===== src/design/link_req_consts.vh =====
// Constants for the serial link request stream decoder.
// Assumes inclusion by the decoder and the bench only.
`ifndef LINK_REQ_CONSTS_VH
`define LINK_REQ_CONSTS_VH

// ==========================================================================
// AXI4-Lite register offsets (byte addresses).
`define REG_STATUS       8'h00
`define REG_LAST_REQ     8'h04
`define REG_BUS_PEND     8'h08
`define REG_REG_ACCESS   8'h0C
`define REG_CONTROL      8'h10
`define REG_COUNTS       8'h14

// ==========================================================================
// Stream lengths in bits, start and stop bits included; LEN_BUS_SHORT has no stop bit.
`define LEN_BUS          5'd11
`define LEN_BUS_SHORT    5'd10
`define LEN_READ         5'd10
`define LEN_WRITE        5'd18
`define LEN_NOTIFY       5'd6

// ==========================================================================
// Request type codes.
`define TYPE_IMMED       4'h1
`define TYPE_NEXT_EVEN   4'h2
`define TYPE_NEXT_ODD    4'h3
`define TYPE_CURRENT     4'h4
`define TYPE_ISO_EVEN    4'h6
`define TYPE_ISO_ODD     4'h7
`define TYPE_CYC_START   4'h8
`define TYPE_REG_READ    4'hA
`define TYPE_REG_WRITE   4'hB
`define TYPE_PHASE_EVEN  4'hC
`define TYPE_PHASE_ODD   4'hD
`define TYPE_CYC_DUE     4'hE
`define TYPE_IFRESET_DEF 4'hF

// ==========================================================================
// Speed codes.
`define SPEED_S100       4'h0
`define SPEED_S200       4'h2
`define SPEED_S400       4'h4
`define SPEED_S800       4'h6

// ==========================================================================
// Reset values and control field positions.
`define CONTROL_RESET    32'h0000_0000
`define CTRL_CLR_READ    0
`define CTRL_CLR_ERROR   1
`define CTRL_CLR_BUS     2

`endif


===== src/design/link_request_stream_decoder.v =====
// Decoder for the serial service-request stream on the link request line.
// Assumes the request line and the controller-returned clock arrive
// asynchronously and are sampled by clock, which runs much faster.
`timescale 1ns/1ps
`include "link_req_consts.vh"

module link_request_stream_decoder
#(
  parameter [3:0] IFRESET_TYPE = `TYPE_IFRESET_DEF
)
(
  // Clock and reset.
  input  wire        clock,
  input  wire        resetn,
  // Link pins.
  input  wire        linkRequestLine,
  input  wire        controllerReturnedClock,
  // Register write towards the register file.
  output reg         regWriteStrobe,
  output reg  [3:0]  regWriteAddr,
  output reg  [7:0]  regWriteData,
  // Notifications and pulses.
  output reg         ifResetPulse,
  output reg         isoPhaseOdd,
  output reg         cycleStartDue,
  // AXI4-Lite slave.
  input  wire [7:0]  s_axi_awaddr,
  input  wire        s_axi_awvalid,
  output reg         s_axi_awready,
  input  wire [31:0] s_axi_wdata,
  input  wire [3:0]  s_axi_wstrb,
  input  wire        s_axi_wvalid,
  output reg         s_axi_wready,
  output reg  [1:0]  s_axi_bresp,
  output reg         s_axi_bvalid,
  input  wire        s_axi_bready,
  input  wire [7:0]  s_axi_araddr,
  input  wire        s_axi_arvalid,
  output reg         s_axi_arready,
  output reg  [31:0] s_axi_rdata,
  output reg  [1:0]  s_axi_rresp,
  output reg         s_axi_rvalid,
  input  wire        s_axi_rready
);

  // ========================================================================
  // Decoding helpers.

  // Expected stream length for a type code, zero when the code is illegal.
  function [4:0] streamLen;
    input [3:0] code;
    begin
      if (code == IFRESET_TYPE)
        streamLen = `LEN_NOTIFY;
      else
        case (code)
          `TYPE_IMMED, `TYPE_NEXT_EVEN, `TYPE_NEXT_ODD, `TYPE_CURRENT,
          `TYPE_ISO_EVEN, `TYPE_ISO_ODD, `TYPE_CYC_START:
            streamLen = `LEN_BUS;
          `TYPE_REG_READ:  streamLen = `LEN_READ;
          `TYPE_REG_WRITE: streamLen = `LEN_WRITE;
          `TYPE_PHASE_EVEN, `TYPE_PHASE_ODD, `TYPE_CYC_DUE:
            streamLen = `LEN_NOTIFY;
          default:         streamLen = 5'd0;
        endcase
    end
  endfunction

  // Speed class: 0 valid, 1 reserved, 2 invalid.
  function [1:0] speedClass;
    input [3:0] spd;
    begin
      case (spd)
        `SPEED_S100, `SPEED_S200, `SPEED_S400, `SPEED_S800:
          speedClass = 2'd0;
        4'h1, 4'h3, 4'h5: speedClass = 2'd1;
        default:          speedClass = 2'd2;
      endcase
    end
  endfunction

  // ========================================================================
  // Two-stage synchronisers; only the second stage is read.
  reg [1:0] reqSync_ff;
  reg [1:0] clkSync_ff;
  reg       clkPrev_ff;
  always @(posedge clock)
  begin
    if (!resetn)
    begin
      reqSync_ff <= 2'b00;
      clkSync_ff <= 2'b00;
      clkPrev_ff <= 1'b0;
    end
    else
    begin
      reqSync_ff <= {reqSync_ff[0], linkRequestLine};
      clkSync_ff <= {clkSync_ff[0], controllerReturnedClock};
      clkPrev_ff <= clkSync_ff[1];
    end
  end

  // Sample point: rising edge of the synchronised link clock.
  wire sampleEdge = clkSync_ff[1] & ~clkPrev_ff;
  wire reqBit     = reqSync_ff[1];

  // ========================================================================
  // Stream receiver state.
  localparam ST_IDLE = 1'b0;
  localparam ST_BITS = 1'b1;

  reg        state_ff;
  reg [4:0]  bitCnt_ff;      // Index of the next bit to be received.
  reg [16:0] shift_ff;       // Bits 1..17 collected MSB first.
  reg [31:0] control_ff;
  reg [7:0]  busPend_ff;     // One pending flag per bus type (0..7 = 1..8).
  reg [7:0]  busFmt_ff;
  reg [7:0]  busNull_ff;
  reg [3:0]  lastSpeed_ff;
  reg [3:0]  lastType_ff;
  reg        readPend_ff;
  reg [3:0]  readAddr_ff;
  reg        ifError_ff;
  reg        reservedSpeed_ff;
  reg        isoPhaseEven_ff;
  reg [7:0]  reqCount_ff;

  wire [16:0] nxt_shift = {shift_ff[15:0], reqBit};
  // Type code once bits 1..4 are in: at bitCnt >= 5 the code sits at
  // position bitCnt-1 down in nxt_shift; track it by a held copy instead.
  reg  [3:0]  curType_ff;
  wire [4:0]  curLen = streamLen(curType_ff);
  // Bus request may end at bit 10 when speed bit 6 (MSB of speed) is zero.
  wire        shortOk = (curLen == `LEN_BUS) && (bitCnt_ff == `LEN_BUS_SHORT)
                        && !shift_ff[3];
  wire [3:0]  busSpeed = shift_ff[3:0];
  wire        busFmt   = shift_ff[4];
  wire [2:0]  busIdx   = curType_ff[2:0] - 3'd1;

  // Software clear wins only when no set arrives in the same cycle.
  wire wrCtrl;
  wire [31:0] wrData;

  // Receiver: start detection, bit counting, decode at the last bit.
  always @(posedge clock)
  begin
    if (!resetn)
    begin
      state_ff         <= ST_IDLE;
      bitCnt_ff        <= 5'd0;
      shift_ff         <= 17'h00000;
      curType_ff       <= 4'h0;
      busPend_ff       <= 8'h00;
      busFmt_ff        <= 8'h00;
      busNull_ff       <= 8'h00;
      lastSpeed_ff     <= 4'h0;
      lastType_ff      <= 4'h0;
      readPend_ff      <= 1'b0;
      readAddr_ff      <= 4'h0;
      ifError_ff       <= 1'b0;
      reservedSpeed_ff <= 1'b0;
      isoPhaseEven_ff  <= 1'b1;
      isoPhaseOdd      <= 1'b0;
      cycleStartDue    <= 1'b0;
      ifResetPulse     <= 1'b0;
      regWriteStrobe   <= 1'b0;
      regWriteAddr     <= 4'h0;
      regWriteData     <= 8'h00;
      reqCount_ff      <= 8'h00;
    end
    else
    begin
      regWriteStrobe <= 1'b0;
      ifResetPulse   <= 1'b0;
      // Software clears; a set later in this block overrides them.
      if (wrCtrl)
      begin
        if (wrData[`CTRL_CLR_READ])  readPend_ff <= 1'b0;
        if (wrData[`CTRL_CLR_ERROR]) ifError_ff  <= 1'b0;
        if (wrData[`CTRL_CLR_BUS])   busPend_ff  <= 8'h00;
        if (wrData[`CTRL_CLR_ERROR]) reservedSpeed_ff <= 1'b0;
        if (wrData[`CTRL_CLR_BUS])   cycleStartDue <= 1'b0;
      end
      if (sampleEdge)
      begin
        case (state_ff)
          ST_IDLE:
          begin
            // Low idle level is ignored; a high sample is a start bit.
            if (reqBit)
            begin
              state_ff  <= ST_BITS;
              bitCnt_ff <= 5'd1;
            end
          end
          ST_BITS:
          begin
            shift_ff  <= nxt_shift;
            bitCnt_ff <= bitCnt_ff + 5'd1;
            if (bitCnt_ff == 5'd4)
            begin
              curType_ff <= nxt_shift[3:0];
              if (streamLen(nxt_shift[3:0]) == 5'd0)
              begin
                ifError_ff <= 1'b1;
                state_ff   <= ST_IDLE;
              end
            end
            else if (bitCnt_ff >= 5'd5 &&
                     (bitCnt_ff == curLen - 5'd1 || shortOk))
            begin
              state_ff <= ST_IDLE;
              // A missing stop bit is illegal, except for the short form.
              if (reqBit && !shortOk)
                ifError_ff <= 1'b1;
              else
              begin
                // A high bit 10 after an omitted stop is the next start,
                // so the short request is kept and a new frame begins.
                if (reqBit)
                begin
                  state_ff  <= ST_BITS;
                  bitCnt_ff <= 5'd1;
                end
                lastType_ff <= curType_ff;
                reqCount_ff <= reqCount_ff + 8'h01;
                if (curType_ff == IFRESET_TYPE)
                  ifResetPulse <= 1'b1;
                else
                  case (curType_ff)
                    `TYPE_IMMED, `TYPE_NEXT_EVEN, `TYPE_NEXT_ODD,
                    `TYPE_CURRENT, `TYPE_ISO_EVEN, `TYPE_ISO_ODD,
                    `TYPE_CYC_START:
                    begin
                      // Newer request of a type replaces the older one.
                      busPend_ff[busIdx] <= 1'b1;
                      busFmt_ff[busIdx]  <= busFmt;
                      busNull_ff[busIdx] <=
                        (speedClass(busSpeed) == 2'd2);
                      lastSpeed_ff <= busSpeed;
                      if (speedClass(busSpeed) == 2'd1)
                        reservedSpeed_ff <= 1'b1;
                    end
                    `TYPE_REG_READ:
                    begin
                      // Further reads are ignored until answered.
                      if (!readPend_ff)
                      begin
                        readPend_ff <= 1'b1;
                        readAddr_ff <= shift_ff[3:0];
                      end
                    end
                    `TYPE_REG_WRITE:
                    begin
                      regWriteStrobe <= 1'b1;
                      regWriteAddr   <= shift_ff[11:8];
                      regWriteData   <= shift_ff[7:0];
                    end
                    `TYPE_PHASE_EVEN:
                    begin
                      isoPhaseEven_ff <= 1'b1;
                      isoPhaseOdd     <= 1'b0;
                      cycleStartDue   <= 1'b0;
                    end
                    `TYPE_PHASE_ODD:
                    begin
                      isoPhaseEven_ff <= 1'b0;
                      isoPhaseOdd     <= 1'b1;
                      cycleStartDue   <= 1'b0;
                    end
                    `TYPE_CYC_DUE: cycleStartDue <= 1'b1;
                    default: ifError_ff <= 1'b1;
                  endcase
              end
            end
          end
          default: state_ff <= ST_IDLE;
        endcase
      end
    end
  end

  // ========================================================================
  // AXI4-Lite slave: write takes address and data in either order.
  reg        awHave_ff;
  reg        wHave_ff;
  reg [7:0]  awAddr_ff;
  reg [31:0] wData_ff;
  wire       wrFire = awHave_ff && wHave_ff && !s_axi_bvalid;
  assign wrCtrl = wrFire && (awAddr_ff == `REG_CONTROL);
  assign wrData = wData_ff;

  always @(posedge clock)
  begin
    if (!resetn)
    begin
      awHave_ff     <= 1'b0;
      wHave_ff      <= 1'b0;
      awAddr_ff     <= 8'h00;
      wData_ff      <= 32'h0000_0000;
      s_axi_awready <= 1'b0;
      s_axi_wready  <= 1'b0;
      s_axi_bvalid  <= 1'b0;
      s_axi_bresp   <= 2'b00;
      control_ff    <= `CONTROL_RESET;
    end
    else
    begin
      s_axi_awready <= !awHave_ff && !s_axi_awready && !s_axi_bvalid;
      s_axi_wready  <= !wHave_ff && !s_axi_wready && !s_axi_bvalid;
      if (s_axi_awvalid && s_axi_awready)
      begin
        awHave_ff <= 1'b1;
        awAddr_ff <= s_axi_awaddr;
      end
      if (s_axi_wvalid && s_axi_wready)
      begin
        wHave_ff <= 1'b1;
        wData_ff <= s_axi_wdata & {{8{s_axi_wstrb[3]}}, {8{s_axi_wstrb[2]}},
                                   {8{s_axi_wstrb[1]}}, {8{s_axi_wstrb[0]}}};
      end
      if (wrFire)
      begin
        awHave_ff    <= 1'b0;
        wHave_ff     <= 1'b0;
        s_axi_bvalid <= 1'b1;
        // Only the control register is writable; others answer SLVERR.
        s_axi_bresp  <= (awAddr_ff == `REG_CONTROL) ? 2'b00 : 2'b10;
        if (awAddr_ff == `REG_CONTROL)
          control_ff <= wData_ff;
      end
      else if (s_axi_bvalid && s_axi_bready)
        s_axi_bvalid <= 1'b0;
    end
  end

  // Read channel: one cycle after the address is taken, data is valid.
  always @(posedge clock)
  begin
    if (!resetn)
    begin
      s_axi_arready <= 1'b0;
      s_axi_rvalid  <= 1'b0;
      s_axi_rdata   <= 32'h0000_0000;
      s_axi_rresp   <= 2'b00;
    end
    else
    begin
      s_axi_arready <= !s_axi_arready && !s_axi_rvalid;
      if (s_axi_arvalid && s_axi_arready)
      begin
        s_axi_rvalid <= 1'b1;
        s_axi_rresp  <= 2'b00;
        case (s_axi_araddr)
          `REG_STATUS:     s_axi_rdata <= {24'h000000, isoPhaseOdd,
                             isoPhaseEven_ff, cycleStartDue,
                             reservedSpeed_ff, ifError_ff, readPend_ff,
                             (state_ff == ST_BITS), 1'b0};
          `REG_LAST_REQ:   s_axi_rdata <= {20'h00000, readAddr_ff,
                             lastSpeed_ff, lastType_ff};
          `REG_BUS_PEND:   s_axi_rdata <= {8'h00, busNull_ff, busFmt_ff,
                             busPend_ff};
          `REG_REG_ACCESS: s_axi_rdata <= {20'h00000, regWriteAddr,
                             regWriteData};
          `REG_CONTROL:    s_axi_rdata <= control_ff;
          `REG_COUNTS:     s_axi_rdata <= {24'h000000, reqCount_ff};
          default:
          begin
            s_axi_rdata <= 32'h0000_0000;
            s_axi_rresp <= 2'b10;
          end
        endcase
      end
      else if (s_axi_rvalid && s_axi_rready)
        s_axi_rvalid <= 1'b0;
    end
  end

endmodule // link_request_stream_decoder


===== config.mk =====
export PLATFORM = sky130hd
export DESIGN_NAME = link_request_stream_decoder
export DESIGN_NICKNAME = d
export VERILOG_FILES = /design/src/design/link_request_stream_decoder.v
export VERILOG_INCLUDE_DIRS = /design/src /design/src/design
export SDC_FILE = /design/constraint.sdc
export NUM_CORES = 1
export LEC_CHECK = 0
export ABC_AREA = 1
export BUFFER_PORTS_ARGS = -buffer_cell sky130_fd_sc_hd__buf_2
export CORE_MARGIN = 2
export CORE_UTILIZATION = 62
export DETAILED_ROUTE_END_ITERATION = 8
export GPL_TIMING_DRIVEN = 0
export PLACE_DENSITY = 0.82
export REMOVE_ABC_BUFFERS = 1
export SLEW_MARGIN = 15
export SYNTH_ARGS = -nofsm -noshare
export SYNTH_HDL_FRONTEND = slang
export SYNTH_SLANG_ARGS = --single-unit

===== constraint.sdc =====
create_clock -name clock -period 3.5 [get_ports clock]
set_input_delay 0.525 -clock clock [delete_from_list [all_inputs] [get_ports clock]]
set_output_delay 0.525 -clock clock [all_outputs]
set_load 0.05 [all_outputs]

==> impl_metrics.toml, run 1 <==
[place]
dp_hpwl_um = 15300
port_buffers = 115
place_congestion = 0.888
place_ws_ps = -28.9
placedCellCount = 1461

[worst_setup_path]
worstPathArrival_ps = 3580
worstSetupEndpointType = "register"
required_ps = 3890
start_kind = "register"
worst-path-max-fanout = 22
critPathKind = "reg2reg"

[grt]
use_met2_pct = 48.1
antenna_found_initial = 1
grt_max_degree = 88
grt_pass1_vias = 7534
grt_util_met1_pct = 40.3
grt_use_total_pct = 29.5
grt_util_met3_pct = 3.94
overflow = 0
grt-busiest-layer = "met2"
grt_pass1_wl_um = 36300

[pwr]
pwr_density_cell_nw_per_um2 = 501
leakagePower_nw = 4.26
ir_worst_vdd_mv = 0.421

[clock_network]
cts_tree = "built"
clk_latency_ps = 510
cts-root-buf = "clkbuf_16"
cts.htree.levels = 1
clock_path_buffers = 3
cts_buffers = 22
clkTransAtPathRegs_ps = 60
cts_sinks = 209

[outcome]
status = "completed"

[timing]
worst_slack_ps = 308
hold_violations = 0
worstMarginPinSlew_ps = 982
drv_slew = 0
slew_headroom_pct = 34.4
min_period_over_period_pct = 91.2
finalClockSkew_ps = 12.5
fmax_mhz = 313
setup_viol = 0
rsz0062_at_grt = "no"
layout_min_cycle_time_ps = 3190

[synth]
synth_simple_gate_area_share_pct = 26.3
muxShareOfSynthArea_pct = 0
ys_seq_area_share_pct = 46.9
yosysWarnings = 0
synth_top_family_by_area = "simple AND/OR/NAND/NOR gates"
syn_inst = 1227
synthesis.area_um2 = 8920
synth-compound-area-share_pct = 16.5
netlist-cell-type-count = 39
ys_ff_latch = 209
synthAdderAreaFrac_pct = 1.54
synth.avg_cell_area_um2 = 7.27
synth_xor_area_share_pct = 0.491

[job]
maxCapViolations = 0

[floorplan]
initial_utilization_pct = 63.8
die-area_um2 = 15400
die_width_um = 124
die_h_um = 124
ios = 118
fp.coreArea_um2 = 14000
rows = 43

[final_layout]
mostFrequentLayoutCell = "nand2_1"
layout_common_cells = "266 x nand2_1, 209 x dfxtp_1, 137 x a21oi_1, 136 x nor2_1"
fin_util_pct = 73.6
area_growth_pct = 15.5
finalNonFillerCells = 1501
num-fill-cells = 1137
nets = 1377
final_layout_size_suffix_gt1_share_pct = 13.4

[route]
wl_per_cell_um = 15.2
drtPass1Iterations = 5
via_per_inst = 5.62
first_iter_violations = 844
drc = 0
vias = 8429
totalWireLength_um = 22800
detail-route-antenna-nets = 0

[worst_hold_path]
hp-class = "in2reg"
## worst max-delay path, stage by stage, from the launching register on
cell      delay [ps]
dfxtp_1          430
ha_1             320
nand3_2          230
nand3_1          180
inv_1            100
nand3b_2         140
nand2_1          110
nand2_1          150
nor2_4           350
nand4_2          250
nor2_4           510
nand3_1          150
nand2_1          100
nor2_1            50
## cells by family (layout without fill, tap and decap cells)
group	after synthesis	in the layout
AND/OR/NAND/NOR	549	549
buffers and inverters	185	277
XOR/XNOR	5	5
adder cells (fa/ha/maj)	11	11
AO/OA/AOI/OAI	267	267
flip-flops	209	209
other	1	3
## synth_stat cells
library cell,n,area (µm²)
o21ai_0,73,365
nor2_2,5,31.3
xor2_1,5,43.8
or3b_1,1,8.76
dfxtp_1,209,4180
o2111ai_1,5,43.8
nand2_2,1,6.26
o211ai_1,2,15.0
conb_1,1,3.75
and2_1,1,6.26
buf_6,1,11.3
buf_4,6,45.0
nand3b_2,1,11.3
o22ai_1,9,56.3
nand3_1,89,445
a21boi_4,1,18.8
nand4_1,13,81.3
a211oi_1,27,203
inv_2,4,15.0
o31ai_1,5,37.5
nand4_2,2,25.0
clkinv_1,2,7.51
nor3_2,2,20.0
buf_1,12,45.0
nand2_1,267,1000
a32o_1,1,10.0
nand3_2,1,10.0
a22o_1,1,8.76
nor2_1,137,514
inv_1,115,432
nor3b_2,4,50.1
nor4_1,4,25.0
nor3_1,19,95.1
o21ai_1,6,30.0
nand3b_1,2,15.0
a21oi_1,137,686
clkbuf_1,41,154
ha_1,11,138
buf_2,4,20.0
## state kept, by name, indices dropped and copies added, names as in the netlist, 4 cells and up, named ones only
register      flops
control_ff       32
s_axi_rdata      32
wData_ff         32
shift_ff         12
awAddr_ff         8
busFmt_ff         8
busNull_ff        8
busPend_ff        8
regWriteData      8
reqCount_ff       8
bitCnt_ff         5
curType_ff        4
lastSpeed_ff      4
lastType_ff       4
readAddr_ff       4
regWriteAddr      4
## power breakdown
| part | internal, mW | switching, mW |
|---|---|---|
| sequential | 2.42 | 0.0184 |
| combinational | 0.0702 | 0.182 |
| clock | 1.53 | 0.940 |
## per-stage QoR
step	power, mW	hold slack, ps	instance area [µm²]	setup TNS (ps)
2_1_floorplan	2.63	390	8650	0
3_3_place_gp	2.73	394	9450	-3140
3_5_place_dp	2.74	406	9500	-28.9
4_1_cts	5.17	196	10300	0
5_1_grt	5.31	212	10300	0
6_report	5.16	205	10300	0
## final cells by class
cell class              instances  area (µm²)  area share (%)
diodes                          1        2.50          0.0243
clock buffers                  33         662            6.43
clock inverters                 6         119            1.15
inverters                     121         457            4.43
multi-input cells             834        4030            39.1
flip-flops and latches        209        4180            40.6
well taps                     180         225            2.19
repair buffers                117         621            6.03
## worst paths after layout
path / startpoint / endpoint / slack, ps / cells past startpoint
max reg2reg: curType_ff[0] / busFmt_ff[4] / 310 / 13
min reg2reg: reqSync_ff[0] / reqSync_ff[1] / 420 / 2
min: controllerReturnedClock / clkSync_ff[0] / 210 / 3
max: curType_ff[0] / busFmt_ff[4] / 310 / 13
## per-layer routing
layer | vias up | part of all wire (%)
met4 | 0 | 3.0
met2 | 345 | 46
met5 | - | 0
met3 | 58 | 7.5
met1 | 3844 | 44
li1 | 4182 | -
## timing repair
| action | CTS | global route |
|---|---|---|
| hold buffers | 0 | 0 |
| buffers inserted | 0 | 0 |
| endpoints found under the setup margin | 9 | 12 |
| hold endpoints to repair | 0 | 0 |
| pin swaps | 0 | 0 |
| resized for setup | 1 | 1 |
Note: power is estimated with default switching activity, not from simulation.
==> run 2: changes to the inputs <==
--- a/config.mk
+++ b/config.mk
@@ -7,13 +7,14 @@
 export NUM_CORES = 1
 export LEC_CHECK = 0
 export ABC_AREA = 1
-export BUFFER_PORTS_ARGS = -buffer_cell sky130_fd_sc_hd__buf_2
+export BUFFER_PORTS_ARGS = -buffer_cell sky130_fd_sc_hd__clkbuf_2
 export CORE_MARGIN = 2
 export CORE_UTILIZATION = 62
 export DETAILED_ROUTE_END_ITERATION = 8
 export GPL_TIMING_DRIVEN = 0
 export PLACE_DENSITY = 0.82
 export REMOVE_ABC_BUFFERS = 1
+export SETUP_SLACK_MARGIN = 0.5
 export SLEW_MARGIN = 15
 export SYNTH_ARGS = -nofsm -noshare
 export SYNTH_HDL_FRONTEND = slang
==> run 2 against run 1 <==
Net effect: combinational power is 2% higher; clock-buffer cell count is 1 lower; routed wire length is 0.57% higher; first-iteration DRC count is 5.6% lower; cell count is 0.20% higher; critical path depth is 5 lower; clock skew is 1.8 ps higher; flip-flop and latch count stayed put.
==> impl_metrics.toml, run 2 (synthesized netlist as in run 1, its figures left out) <==
[outcome]
status = "completed"

[pwr]
seq_power_share_pct = 46.7
ir_worst_vdd_mv = 0.376
switching_share_pct = 22.2
pwr_density_cell_nw_per_um2 = 502
switching_power_mw = 1.16
clkPwrFrac_pct = 48.3
p_comb_share_pct = 4.9
p_int_mw = 4.06
leakagePower_nw = 4.28

[timing]
fmax_mhz = 370
finalClockSkew_ps = 14.3
hold_slack_ps = 203
worstMarginPinSlew_ps = 953
setup_viol = 0
drv_slew = 0
min_period_over_period_pct = 77.2
hold_violations = 0
slew_headroom_pct = 36.3
worst_slack_ps = 797
layout_min_cycle_time_ps = 2700
rsz0062_at_grt = "no"
tns_ps = 0

[route]
via_per_inst = 5.60
wl_per_cell_um = 15.3
vias = 8422
totalWireLength_um = 22900
detail-route-antenna-nets = 0
drc = 0
drtPass1Iterations = 5
first_iter_violations = 797

[worst_hold_path]
whs_path_depth = 3
hp-class = "in2reg"
worstHoldEndpoint = "clkSync_ff[0]"
hold_path_startpoint = "controllerReturnedClock"

[floorplan]
fp.coreArea_um2 = 14000
ios = 118
initial_utilization_pct = 63.8
die-area_um2 = 15400
die_h_um = 124
die_width_um = 124
rows = 43

[final_layout]
final_area_um2 = 10400
largestRegisters = "control_ff (32), s_axi_rdata (32), wData_ff (32)"
seq_area_um2 = 4190
num-fill-cells = 1080
final_layout_size_suffix_gt1_share_pct = 13.8
multi_input_area_um2 = 4080
area_growth_pct = 16.5
fin_util_pct = 74.3
insertedDiodeCount = 0
nets = 1380
layout_common_cells = "265 x nand2_1, 208 x dfxtp_1, 137 x a21oi_1, 136 x nor2_1, 114 x clkbuf_2"
mostFrequentLayoutCell = "nand2_1"

[worst_setup_path]
required_ps = 3890
start_kind = "register"
r2r_slack_ps = 800
critPathKind = "reg2reg"
worstSetupEndpointType = "register"
worstRegToRegCells = 8
worst-path-max-fanout = 10
worstPathArrival_ps = 3090
r2r_start = "state_ff"

[grt]
grt_pass1_wl_um = 36600
grt-busiest-layer = "met2"
grt_use_total_pct = 29.7
grt_util_met1_pct = 40.0
overflow = 0
grt_max_degree = 85
grt_pass1_vias = 7616
antenna_found_initial = 0
grt_util_met3_pct = 4.62
use_met2_pct = 49.1

[place]
port_buffers = 115
dp_hpwl_um = 15200
place_congestion = 0.888
place_ws_ps = -15.0
dpl-instance-area_um2 = 9520

[clock_network]
cts_sinks = 209
cts-root-buf = "clkbuf_16"
clkTransAtPathRegs_ps = 60
cts.htree.levels = 1
cts-hold-fix-buffers = 0
clock_path_buffers = 3
cts_tree = "built"
clk_latency_ps = 510
cts_buffers = 22

[job]
maxCapViolations = 0
-- run 2: layer usage --
metal	share of wire, %	vias up
li1	-	4197
met1	44	3830
met5	0	-
met3	7.1	47
met2	46	348
met4	2.3	0
-- run 2: how the worst max path moves through the flow --
stage | startpoint | endpoint | slack (ps) | cells after the start
CTS | curType_ff[0] | regWriteData[3] | 510 | 14
detailed placement | curType_ff[0] | busFmt_ff[1] | -10 | 13
global route | bitCnt_ff[0] | register | 550 | 10
global placement | resetn | register | -1110 | 7
floorplan | clkSync_ff[1] | register | 370 | 11
finish | state_ff | register | 800 | 8
-- run 2: layout make-up --
class	count	area share (%)
Sequential cell	209	40.3
Multi-Input combinational cell	835	39.3
Timing Repair Buffer	119	6.23
Clock buffer	32	6.14
Inverter	121	4.42
Tap cell	180	2.17
Clock inverter	8	1.52
-- run 2: what timing repair did --
item	in CTS	in global routing
resized for setup	3	9
setup buffers	1	0
setup endpoints to repair	16	48
hold endpoints to repair	0	0
pin swaps	2	0
gates cloned	1	0
-- run 2: worst max-delay path: stages (launching register included) --
cell and delay (ps):
dfxtp_1 480, inv_1 180, nor2_4 330, nand2_1 250, o21ai_0 280, nand2_1 140, ha_1 300, o21ai_0 260
or3b_1 380
-- run 2: power groups by stage --
| stage | Clock [mW] | Combinational [mW] | Sequential (mW) |
|---|---|---|---|
| floorplan | 0 | 0.106 | 2.52 |
| global placement | 0 | 0.241 | 2.49 |
| detailed placement | 0 | 0.251 | 2.49 |
| CTS | 2.54 | 0.256 | 2.44 |
| global route | 2.63 | 0.285 | 2.44 |
| finish | 2.52 | 0.258 | 2.44 |
-- run 2: metrics by stage --
stage | total power [mW] | cells
floorplan | 2.63 | 1164
global placement | 2.73 | 1459
detailed placement | 2.74 | 1462
CTS | 5.23 | 1504
global route | 5.36 | 1504
finish | 5.21 | 1504
==> run 3: changes to the inputs <==
--- a/config.mk
+++ b/config.mk
@@ -9,10 +9,10 @@
 export ABC_AREA = 1
 export BUFFER_PORTS_ARGS = -buffer_cell sky130_fd_sc_hd__clkbuf_2
 export CORE_MARGIN = 2
-export CORE_UTILIZATION = 62
+export CORE_UTILIZATION = 52
 export DETAILED_ROUTE_END_ITERATION = 8
 export GPL_TIMING_DRIVEN = 0
-export PLACE_DENSITY = 0.82
+export PLACE_DENSITY = 0.73
 export REMOVE_ABC_BUFFERS = 1
 export SETUP_SLACK_MARGIN = 0.5
 export SLEW_MARGIN = 15
==> constraint.sdc (replaced) <==
create_clock -name clock -period 2.3 [get_ports clock]
set_input_delay 0.345 -clock clock [delete_from_list [all_inputs] [get_ports clock]]
set_output_delay 0.345 -clock clock [all_outputs]
set_load 0.05 [all_outputs]
==> run 3 against run 2 <==
Net effect: maximum frequency rose by 19%; first-iteration DRC count fell by 16%; combinational power rose by 63%; global-route usage fell by 2.2 points; worst hold slack got worse by 190 ps; utilization fell by 6.6 points; clock-buffer cell count fell by 3; critical path type unchanged; largest power group is now registers; highest routed layer unchanged.
==> impl_metrics.toml, run 3 (synthesized netlist as in run 1, its figures left out) <==
[worst_setup_path]
r2r_slack_ps = 30
start_kind = "register"
cp_cell_sequence = "buf_12, clkinvlp_4, ha_2, nand2_1, inv_1, nor2_4, inv_2, nor3_1, nand2_1, inv_1, nand4_1, o21ai_1, nor2_1"
worstSetupEndpointType = "register"
path_delay_family = "simple AND/OR/NAND/NOR gates"
cp.buffers_inverters = 5
required_ps = 2700
worst-path-max-fanout = 7
worstPathArrival_ps = 2670
critPathKind = "reg2reg"
cp_slowest_cell = "dfxtp_4"
max_stage_delay_ps = 390

[place]
dpl-instance-area_um2 = 9580
placedCellCount = 1502
place_congestion = 0.916
place_ws_ps = -1220
port_buffers = 115
dp_hpwl_um = 15400

[clock_network]
clock_path_buffers = 3
cts_buffers = 22
clkTransAtPathRegs_ps = 60
cts-hold-fix-buffers = 0
cts-root-buf = "clkbuf_16"
clk_latency_ps = 520
cts.htree.levels = 1
cts_sinks = 209
cts_tree = "built"

[final_layout]
area_growth_pct = 26.8
finalNonFillerCells = 1595
largestRegisters = "control_ff (32), s_axi_rdata (32), wData_ff (32)"
nets = 1431
final_layout_size_suffix_gt1_share_pct = 22.3
final_area_um2 = 11300
insertedDiodeCount = 0
layout_common_cells = "255 x nand2_1, 202 x dfxtp_1, 137 x a21oi_1, 121 x nor2_1, 114 x clkbuf_2"
mostFrequentLayoutCell = "nand2_1"

[route]
wl_per_cell_um = 16.2
dr.max_layer_used = "met4"
vias = 8843
drtPass1Iterations = 6
totalWireLength_um = 25800
via_per_inst = 5.54
detail-route-antenna-nets = 0
wl_met2_um = 11800
route.met3.wl_um = 1890
wl_met1_um = 11300
first_iter_violations = 673
drc = 0

[timing]
drv_slew = 0
rsz0062_at_grt = "yes"
hold_violations = 0
slew_headroom_pct = 55.4
finalClockSkew_ps = 12.9
setup_viol = 0
worst_slack_ps = 29.0
min_period_over_period_pct = 98.7
layout_min_cycle_time_ps = 2270
fmax_mhz = 440
worstMarginPinSlew_ps = 662

[grt]
grt_pass1_vias = 8016
antenna_found_initial = 0
grt_max_degree = 73
grt_pass1_wl_um = 40900
overflow = 0
grt_use_total_pct = 27.5

[floorplan]
ios = 118
fp.coreArea_um2 = 16700
rows = 47
die_width_um = 135
initial_utilization_pct = 53.4
die_h_um = 135
die-area_um2 = 18200

[pwr]
leakagePower_nw = 4.68
pwr_density_cell_nw_per_um2 = 678
ir_worst_vdd_mv = 0.537
finalPower_mw = 7.67

[job]
maxCapViolations = 0

[outcome]
status = "completed"

[worst_hold_path]
hp-class = "in2reg"
[run 3: changes by cell type in the layout (fill, tap and decap cells not counted), moves of 7 or more]
cell      delta
buf_4       +32
inv_1       -12
clkinv_2     +8
nand3_2      +8
nand2_1     -10
nand3_1     -10
nor2_1      -15
nor2_4       +8
nor2_2       +7
nand2_4     +10
[run 3: stage by stage]
step	TNS, ps	hold slack [ps]	utilization [%]
2_1_floorplan	-10670	390	-
3_3_place_gp	-199630	393	56.9
3_5_place_dp	-67390	400	57.4
4_1_cts	0	9.19	67.1
5_1_grt	-197	39.4	67.7
6_report	0	13.6	67.7
[run 3: layer usage]
layer  GRT usage (%)  vias to the layer above
li1                -                     4320
met1            38.0                     4050
met2            44.9                      389
met3            3.49                       84
met4            8.91                        0
met5               0                        -
[run 3: final timing paths]
path                    from       endpoint  depth (start not counted)
max            curType_ff[0]   busFmt_ff[6]                         13
min          linkRequestLine  reqSync_ff[0]                          3
max reg2reg    curType_ff[0]   busFmt_ff[6]                         13
min reg2reg    reqSync_ff[0]  reqSync_ff[1]                          2
[run 3: cell type report]
cell class                      count  area [µm²]
Timing Repair Buffer              164        1100
Multi-Input combinational cell    839        4510
Inverter                          121         497
Clock buffer                       29         597
Timing Repair inverter              2        12.5
Fill cell                        1375        5390
Sequential cell                   209        4200
Clock inverter                     11         116
Tap cell                          220         275
[run 3: where the power goes]
| part | internal [mW] | total [mW] | switching [mW] |
|---|---|---|---|
| combinational | 0.120 | 0.420 | 0.299 |
| clock | 2.06 | 3.54 | 1.48 |
| sequential | 3.67 | 3.70 | 0.0310 |
| total | 5.85 | 7.67 | 1.81 |
[run 3: worst reg2reg max path, delay by kind of cell (launching register included)]
family | cells | cell delay (ps)
and+or+nand+nor | 6 | 760
adders and majority gates | 1 | 240
DFF | 1 | 390
buffers and inverters | 5 | 530
AOI/OAI and AO/OA | 1 | 230
[run 3: repair_timing]
| action | CTS | global route |
|---|---|---|
| cloned | 7 | 0 |
| resized for setup | 128 | 15 |
| endpoints found under the setup margin | 166 | 91 |
| pin swaps | 22 | 13 |
| buffers inserted | 38 | 8 |
